<file path="src/sasc_pkg.sv">
package sasc_pkg;

  // Register port geometry
  localparam int ADDR_W = 4;
  localparam int DATA_W = 16;
  localparam int NODE_W = 8;
  localparam int SUM_W = 16;
  localparam int EVT_W = 5;

  // Register offsets
  localparam logic [3:0] OFS_CTRL = 4'h0;
  localparam logic [3:0] OFS_NODE = 4'h1;
  localparam logic [3:0] OFS_MAP_SUM = 4'h2;
  localparam logic [3:0] OFS_STATUS = 4'h3;
  localparam logic [3:0] OFS_IRQ_STAT = 4'h4;
  localparam logic [3:0] OFS_IRQ_MASK = 4'h5;
  localparam logic [3:0] OFS_CTRL_WORD = 4'h6;

  // Field positions
  localparam int CTRL_SLAVE_EN_BIT = 0;
  localparam int ST_PENDING_BIT = 0;
  localparam int ST_CLEAR_BIT = 1;
  localparam int ST_ACK_BIT = 2;
  localparam int ST_CONFLICT_BIT = 3;
  localparam int ST_MAP_FAIL_BIT = 4;
  localparam int ST_NODE_LSB = 8;
  localparam int CW_RAISE_BIT = 15;

  // Event bits of status and mask
  localparam int EV_NOTIFY = 0;
  localparam int EV_ACKED = 1;
  localparam int EV_CLEAR = 2;
  localparam int EV_MAP_FAIL = 3;
  localparam int EV_CONFLICT = 4;

  // Reset values
  localparam logic CTRL_RST = 1'b0;
  localparam logic [7:0] NODE_RST = 8'h00;
  localparam logic [15:0] MAP_SUM_RST = 16'h0000;
  localparam logic [4:0] MASK_RST = 5'h00;

  // Alarm tracker states, Gray along idle, pending, acked
  typedef enum logic [1:0] {
    SASC_IDLE = 2'b00,
    SASC_PEND = 2'b01,
    SASC_ACKD = 2'b11
  } sasc_alarm_state_t;

  // Controller output control word
  typedef struct packed {
    logic [7:0] node_id_value;
    logic alarm_raise_request;
    logic [15:0] map_checksum;
  } sasc_ctrl_word_t;

  // Input status word toward the controller
  typedef struct packed {
    logic [7:0] node_id_value;
    logic map_check_fail;
    logic node_id_conflict;
    logic alarm_ack_flag;
    logic clear_state_flag;
    logic alarm_pending;
  } sasc_status_word_t;

  function automatic logic sasc_rise(input logic cur, input logic prev);
    return cur & ~prev;
  endfunction

endpackage

</file>
<file path="src/sasc_sync.sv">
`timescale 1ns/1ps
`default_nettype none
module sasc_sync #(
  parameter int W = 2
) (
  // Clock and reset
  input wire logic i_clk,
  input wire logic i_rst_n,
  // Asynchronous levels in, synchronised levels out
  input wire logic [W-1:0] i_async,
  output logic [W-1:0] o_sync
);

  logic [W-1:0] meta_ff;
  logic [W-1:0] sync_ff;

  // Runs free of the clock enable so no edge is lost while frozen
  always_ff @(posedge i_clk or negedge i_rst_n) begin
    if (!i_rst_n) begin
      meta_ff <= '0;
      sync_ff <= '0;
    end else begin
      meta_ff <= i_async;
      sync_ff <= meta_ff;
    end
  end

  assign o_sync = sync_ff;

endmodule
`default_nettype wire

</file>
<file path="src/sasc_alarm.sv">
`timescale 1ns/1ps
`default_nettype none
module sasc_alarm
  import sasc_pkg::*;
(
  // Clock, reset, enable
  input wire logic i_clk,
  input wire logic i_rst_n,
  input wire logic i_ce,
  input wire logic i_enable,
  // Events
  input wire logic i_raise_rise,
  input wire logic i_ack_pulse,
  // Results
  output logic o_notify,
  output logic o_pending,
  output logic o_ack_flag
);

  sasc_alarm_state_t state_ff, nxt_state;
  logic notify_ff, nxt_notify;

  assign nxt_notify = i_enable && i_raise_rise &&
                      (state_ff != SASC_PEND);

  always_comb begin
    nxt_state = state_ff;
    case (state_ff)
      SASC_IDLE: begin
        if (nxt_notify) nxt_state = SASC_PEND;
      end
      SASC_PEND: begin
        if (i_ack_pulse) nxt_state = SASC_ACKD;
      end
      SASC_ACKD: begin
        if (nxt_notify) nxt_state = SASC_PEND;
      end
      default: nxt_state = SASC_IDLE;
    endcase
    if (!i_enable) nxt_state = SASC_IDLE;
  end

  always_ff @(posedge i_clk or negedge i_rst_n) begin
    if (!i_rst_n) begin
      state_ff <= SASC_IDLE;
      notify_ff <= 1'b0;
    end else if (i_ce) begin
      state_ff <= nxt_state;
      notify_ff <= nxt_notify;
    end
  end

  assign o_notify = notify_ff;
  assign o_pending = (state_ff == SASC_PEND);
  assign o_ack_flag = (state_ff != SASC_ACKD);
endmodule
`default_nettype wire

</file>
<file path="src/sasc_top.sv">
`timescale 1ns/1ps
`default_nettype none
module sasc_top
  import sasc_pkg::*;
(
  // Clock, reset, enable
  input wire logic i_clk,
  input wire logic i_rst_n,
  input wire logic i_ce,
  // Register port
  input wire logic [sasc_pkg::ADDR_W-1:0] i_addr,
  input wire logic [sasc_pkg::DATA_W-1:0] i_wdata,
  input wire logic i_wr,
  input wire logic i_rd,
  output logic [sasc_pkg::DATA_W-1:0] o_rdata,
  // Controller side
  input wire sasc_pkg::sasc_ctrl_word_t i_ctrl_word,
  output sasc_pkg::sasc_status_word_t o_status,
  // Fieldbus master side
  input wire logic i_master_clear,
  input wire logic i_master_alarm_ack,
  output logic o_alarm_notify,
  // Interrupt
  output logic o_irq
);

  // Reset release
  logic rst_meta_ff;
  logic rst_n_ff;

  always_ff @(posedge i_clk or negedge i_rst_n) begin
    if (!i_rst_n) begin
      rst_meta_ff <= 1'b0;
      rst_n_ff <= 1'b0;
    end else begin
      rst_meta_ff <= 1'b1;
      rst_n_ff <= rst_meta_ff;
    end
  end

  // Master levels arrive from the fieldbus engine's own timing
  logic [1:0] master_sync;
  logic clear_s;
  logic ack_s;
  logic ack_prev_ff;
  logic ack_pulse;

  sasc_sync #(.W(2)) u_sync (
    .i_clk(i_clk),
    .i_rst_n(rst_n_ff),
    .i_async({i_master_alarm_ack, i_master_clear}),
    .o_sync(master_sync)
  );

  assign clear_s = master_sync[0];
  assign ack_s = master_sync[1];

  // Register file
  logic ctrl_ff;
  logic [NODE_W-1:0] node_ff;
  logic [SUM_W-1:0] map_sum_ff;
  logic [EVT_W-1:0] irq_stat_ff;
  logic [EVT_W-1:0] irq_mask_ff;
  logic [DATA_W-1:0] rdata_ff;
  logic irq_ff;

  logic wr_ctrl;
  logic wr_node;
  logic wr_sum;
  logic wr_stat;
  logic wr_mask;

  assign wr_ctrl = i_wr && (i_addr == OFS_CTRL);
  assign wr_node = i_wr && (i_addr == OFS_NODE);
  assign wr_sum = i_wr && (i_addr == OFS_MAP_SUM);
  assign wr_stat = i_wr && (i_addr == OFS_IRQ_STAT);
  assign wr_mask = i_wr && (i_addr == OFS_IRQ_MASK);

  logic slave_en;
  assign slave_en = ctrl_ff;

  // Controller side edge of the raise request
  logic raise_prev_ff;
  logic raise_rise;

  assign raise_rise = sasc_rise(i_ctrl_word.alarm_raise_request,
                                raise_prev_ff);
  assign ack_pulse = sasc_rise(ack_s, ack_prev_ff);

  always_ff @(posedge i_clk or negedge rst_n_ff) begin
    if (!rst_n_ff) begin
      raise_prev_ff <= 1'b0;
      ack_prev_ff <= 1'b0;
    end else if (i_ce) begin
      raise_prev_ff <= i_ctrl_word.alarm_raise_request;
      ack_prev_ff <= ack_s;
    end
  end

  // Alarm tracker
  logic alarm_pending;
  logic alarm_ack_flag;

  sasc_alarm u_alarm (
    .i_clk(i_clk),
    .i_rst_n(rst_n_ff),
    .i_ce(i_ce),
    .i_enable(slave_en),
    .i_raise_rise(raise_rise),
    .i_ack_pulse(ack_pulse),
    .o_notify(o_alarm_notify),
    .o_pending(alarm_pending),
    .o_ack_flag(alarm_ack_flag)
  );

  // Status word evaluation
  logic nxt_clear_flag;
  logic nxt_map_fail;
  logic nxt_conflict;
  sasc_status_word_t status_ff;
  sasc_status_word_t nxt_status;

  // Out of slave mode the clear state is reported as inactive
  assign nxt_clear_flag = slave_en ? ~clear_s : 1'b1;
  // Compared every cycle, so any change on either side shows
  assign nxt_map_fail = (i_ctrl_word.map_checksum != map_sum_ff);
  assign nxt_conflict = (i_ctrl_word.node_id_value != node_ff);

  always_comb begin
    nxt_status = '0;
    nxt_status.node_id_value = node_ff;
    nxt_status.map_check_fail = nxt_map_fail;
    nxt_status.node_id_conflict = nxt_conflict;
    nxt_status.alarm_ack_flag = alarm_ack_flag;
    nxt_status.clear_state_flag = nxt_clear_flag;
    nxt_status.alarm_pending = alarm_pending;
  end

  always_ff @(posedge i_clk or negedge rst_n_ff) begin
    if (!rst_n_ff) begin
      status_ff <= '{node_id_value: NODE_RST, map_check_fail: 1'b0,
                     node_id_conflict: 1'b0, alarm_ack_flag: 1'b1,
                     clear_state_flag: 1'b1, alarm_pending: 1'b0};
    end else if (i_ce) begin
      status_ff <= nxt_status;
    end
  end

  assign o_status = status_ff;

  // Interrupt events: the notify pulse, and edges of the next status word over the registered one
  logic [EVT_W-1:0] events;
  logic [EVT_W-1:0] nxt_irq_stat;
  logic [EVT_W-1:0] stat_clr;

  assign events[EV_NOTIFY] = o_alarm_notify;
  assign events[EV_ACKED] = sasc_rise(~nxt_status.alarm_ack_flag,
                                      ~status_ff.alarm_ack_flag);
  assign events[EV_CLEAR] = sasc_rise(~nxt_status.clear_state_flag,
                                      ~status_ff.clear_state_flag);
  assign events[EV_MAP_FAIL] = sasc_rise(nxt_status.map_check_fail,
                                         status_ff.map_check_fail);
  assign events[EV_CONFLICT] = sasc_rise(nxt_status.node_id_conflict,
                                         status_ff.node_id_conflict);

  assign stat_clr = wr_stat ? i_wdata[EVT_W-1:0] : '0;
  // A new event outranks a same-cycle write-one-to-clear
  assign nxt_irq_stat = (irq_stat_ff & ~stat_clr) | events;

  // Read decode
  logic [DATA_W-1:0] rd_word;
  logic [DATA_W-1:0] status_word;
  logic [DATA_W-1:0] ctrl_word_rd;

  assign status_word = {status_ff.node_id_value, 3'h0,
                        status_ff.map_check_fail, status_ff.node_id_conflict,
                        status_ff.alarm_ack_flag, status_ff.clear_state_flag,
                        status_ff.alarm_pending};
  assign ctrl_word_rd = {i_ctrl_word.alarm_raise_request, 7'h00,
                         i_ctrl_word.node_id_value};

  always_comb begin
    if (i_addr == OFS_CTRL) begin
      rd_word = {15'h0000, ctrl_ff};
    end else if (i_addr == OFS_NODE) begin
      rd_word = {8'h00, node_ff};
    end else if (i_addr == OFS_MAP_SUM) begin
      rd_word = map_sum_ff;
    end else if (i_addr == OFS_STATUS) begin
      rd_word = status_word;
    end else if (i_addr == OFS_IRQ_STAT) begin
      rd_word = {11'h000, irq_stat_ff};
    end else if (i_addr == OFS_IRQ_MASK) begin
      rd_word = {11'h000, irq_mask_ff};
    end else if (i_addr == OFS_CTRL_WORD) begin
      rd_word = ctrl_word_rd;
    end else begin
      rd_word = 16'h0000;
    end
  end

  always_ff @(posedge i_clk or negedge rst_n_ff) begin
    if (!rst_n_ff) begin
      ctrl_ff <= CTRL_RST;
      node_ff <= NODE_RST;
      map_sum_ff <= MAP_SUM_RST;
      irq_mask_ff <= MASK_RST;
    end else if (i_ce) begin
      if (wr_ctrl) ctrl_ff <= i_wdata[CTRL_SLAVE_EN_BIT];
      if (wr_node) node_ff <= i_wdata[NODE_W-1:0];
      if (wr_sum) map_sum_ff <= i_wdata;
      if (wr_mask) irq_mask_ff <= i_wdata[EVT_W-1:0];
    end
  end

  always_ff @(posedge i_clk or negedge rst_n_ff) begin
    if (!rst_n_ff) begin
      irq_stat_ff <= '0;
      irq_ff <= 1'b0;
      rdata_ff <= '0;
    end else if (i_ce) begin
      irq_stat_ff <= nxt_irq_stat;
      irq_ff <= |(nxt_irq_stat & irq_mask_ff);
      rdata_ff <= i_rd ? rd_word : 16'h0000;
    end
  end

  assign o_rdata = rdata_ff;
  assign o_irq = irq_ff;
endmodule
`default_nettype wire

</file>
<file path="config.mk">
export PLATFORM = sky130hd
export DESIGN_NAME = sasc_top
export DESIGN_NICKNAME = d
export VERILOG_FILES = /design/src/sasc_pkg.sv /design/src/sasc_sync.sv /design/src/sasc_alarm.sv /design/src/sasc_top.sv
export SDC_FILE = /design/constraint.sdc
export NUM_CORES = 1
export LEC_CHECK = 0
export BUFFER_PORTS_ARGS = -buffer_cell sky130_fd_sc_hd__buf_4
export CORE_ASPECT_RATIO = 1.4
export CORE_MARGIN = 2
export CORE_UTILIZATION = 49
export DETAILED_ROUTE_END_ITERATION = 8
export GPL_TIMING_DRIVEN = 1
export PLACE_DENSITY = 0.84
export SYNTH_ARGS = -nofsm -noshare
export SYNTH_HDL_FRONTEND = slang
export SYNTH_SLANG_ARGS = --single-unit
</file>
<file path="constraint.sdc">
create_clock -name i_clk -period 2.15 [get_ports i_clk]
set_input_delay 0.3225 -clock i_clk [delete_from_list [all_inputs] [get_ports i_clk]]
set_output_delay 0.3225 -clock i_clk [all_outputs]
set_load 0.01 [all_outputs]
</file>
==> run metrics <==
count of cell types in the netlist 45; share of layout cells above drive strength 1 0.390; Skew-Pair Late Insertion Delay 0.36 ns; die area about 8300 um^2; post-synthesis cell area between 3000 and 4000 um^2; clk_skew ~0.0094 ns; vias in the first global route roughly 2.9k; via count ~2.9k; Final Max Slew Viols 0; Root Buffer clkbuf_8; Detail Route Antenna Nets 0; Post-DP HPWL 6940 um; vias per inst 5.69; sequential share of power 0.490; WP data required ~2.4 ns; # hold bufs at CTS 1; Worst setup EP type register; CP Data Arrival Time a little over 2 ns; Critical Path, Cell by Cell xor2_1 -> nor4_1 -> nand4_1 -> a32o_1; nets between 400 and 500; share of flip-flops with an asynchronous set or reset 1.00; DRT Pass-1 Iters 4; Worst Max-Slew Pin Slew between 0.6 and 0.7 ns; antenna violations before repair 0; Syn Inst Count roughly 320; post-cts resize count 0; Slowest cell on crit path nor4_1; Peak VDD IR ~0.39 mV; HP Class in2reg; CTS tree built; Yosys warning count 0; CTS max path bufs 2; first-pass GRT wire length 14700 um; Hold Path Depth 1; Synthesized Nets 372; Mean Syn Cell Area 11.8 um^2; all-layer global routing usage 0.229; PnR worst setup slack 0.332 ns; fin crit period between 1.5 and 2 ns; area grow syn2layout 26.0%; cts bufs inserted 9; gr ovfl total 0; Yosys reg bits between 70 and 80; sequential area share after synthesis 0.510; Initial Utilization 0.507; Worst-path clk slew 0.08 ns; Hold WS between 0.06 and 0.07 ns; overall die width approximately 78 um; Post-synth EDFFs 0; dpl ws 0.265 ns; fmax 550 MHz; Psw roughly 1.2 mW; number of port buffers 82; R2R cell count 4; P_int between 2 and 3 mW; startpoint types register; diode count 0; Total Routed Length 9190 um; Core ar. roughly 7400 um^2; leakage between 2 and 2.5 nW; routability cong. between 0.9 and 1; wire length per cell between 15 and 20 um; DR DRC count 0; largest net degree at the start of global routing 52; IO Pins 83; switching part of the total power 0.302; critical path peak fanout 3; final hold vios 0; Pwr per Cell Area 835 nW/um^2; dominant synthesized flop cell dfrtp_1; Logic pwr share 0.224; Fin Setup TNS 0 ns; Final Setup Violations 0; fin crit share 0.845; crit path kind reg2reg; CP max stage delay approximately 0.45 ns; H-tree Lvls 3; die height about 110 um; MaxCap Viol Count 0; RSZ-0062 raised after global routing no; Starting DRT DRC Count 134; Post-CTS Setup Bufs 0; status completed; Clock Sinks 76; Clock power frac 0.285; num rows 37; Slew HR 0.598
==> power by group through the flow <==
stage               Combinational, mW  Clock (mW)  Sequential (mW)
floorplan                       0.507           0             1.92
global placement                0.851           0             1.94
detailed placement              0.887           0             1.95
CTS                             0.891        1.14             1.93
global route                    0.973        1.19             1.96
finish                          0.881        1.12             1.93
==> cell usage after synthesis, drive strengths merged, types with 2 or more instances <==
library cell   n  area [um^2]
o21ai         23          119
and2           2         12.5
nor4bb         2         20.0
ha             4         50.1
clkbuf         7         26.3
nand4          2         12.5
dfrtp         74         1850
a22o           3         26.3
o2bb2ai       11         96.3
o22ai          3         18.8
buf            6         43.8
a32oi          4         35.0
mux2          44          495
a31oi          3         18.8
nor2b          5         31.3
a21oi         12         60.1
dfstp          2         52.6
inv            8         30.0
a221oi         4         35.0
nor3b          4         46.3
and3           6         42.5
nand2         16         60.1
xor2          24          210
a32o           2         20.0
nand2b         4         25.0
nor4           7         43.8
mux2i         10          100
nor2           8         45.0
nand3          7         35.0
==> per-stage QoR <==
step,utilization,instance area (um^2),std cells,total power [mW]
floorplan,-,3730,316,2.43
global placement,0.609,4490,490,2.79
detailed placement,0.609,4490,490,2.83
CTS,0.639,4700,507,3.95
global route,0.639,4700,507,4.12
finish,0.639,4700,507,3.93
==> sequential cells by signal (all words and copies together), names as in the netlist, 2 cells and up <==
name	flops
irq_stat_ff	5
u_sync.o_sync	2
node_ff	8
o_status	13
u_sync.meta_ff	2
map_sum_ff	16
u_alarm.state_ff	2
o_rdata	16
irq_mask_ff	5
==> layout by cell type, fill, tap and decap left out, types with 5 or more instances in the layout <==
master / n
mux2_2: 44
nand2_1: 16
clkbuf_8: 10
o2bb2ai_1: 11
o21ai_0: 22
inv_1: 8
and3_1: 5
nor2_1: 6
buf_4: 88
nor4_1: 7
dfrtp_1: 73
a21oi_1: 12
nor2b_1: 5
nand3_1: 7
mux2i_1: 10
xor2_1: 24
==> layer usage <==
layer | track usage | up-vias | share of wire
met4 | 0.0969 | 0 | 0.023
met5 | 0 | - | 0
met3 | 0.0336 | 19 | 0.049
met1 | 0.281 | 1431 | 0.40
met2 | 0.401 | 103 | 0.52
li1 | - | 1332 | -
==> layout make-up <==
class                      count  area (um^2)
tap                           97          121
fill                         593         2660
inverter                       8         30.0
clock inverter                 6         68.8
clock buffer                  10          138
timing repair buffer          91          711
multi-input combinational    219         1730
sequential                    76         1910
==> critical path, delay by kind of cell (launching register included) <==
kind             cells  cell delay, ns
flip-flops           1            0.41
AO/OA/AOI/OAI        1            0.34
XOR/XNOR             1            0.19
AND/OR/NAND/NOR      2            0.77
==> path summary, 6_finish.rpt <==
kind                                    start           endpoint  slack, ns
max                             map_sum_ff[0]     irq_stat_ff[3]       0.33
min                        i_master_alarm_ack  u_sync.meta_ff[1]       0.07
max reg2reg                     map_sum_ff[0]     irq_stat_ff[3]       0.33
min reg2reg                          rst_n_ff         o_rdata[6]       0.27
max in group asynchronous            rst_n_ff     irq_stat_ff[1]       1.21
min in group asynchronous            rst_n_ff         o_rdata[6]       0.27
==> cells by family after synthesis <==
| logic type | after synthesis | share of synthesized area |
|---|---|---|
| compound gates | 69 | 0.124 |
| buf+inv | 21 | 0.0268 |
| fa+ha+maj | 4 | 0.0134 |
| other cells | 1 | 0.00100 |
| mux | 54 | 0.160 |
| xor+xnor | 24 | 0.0563 |
| flops | 76 | 0.510 |
| simple gates | 67 | 0.108 |
No activity file was read; power rests on OpenSTA's default activity.
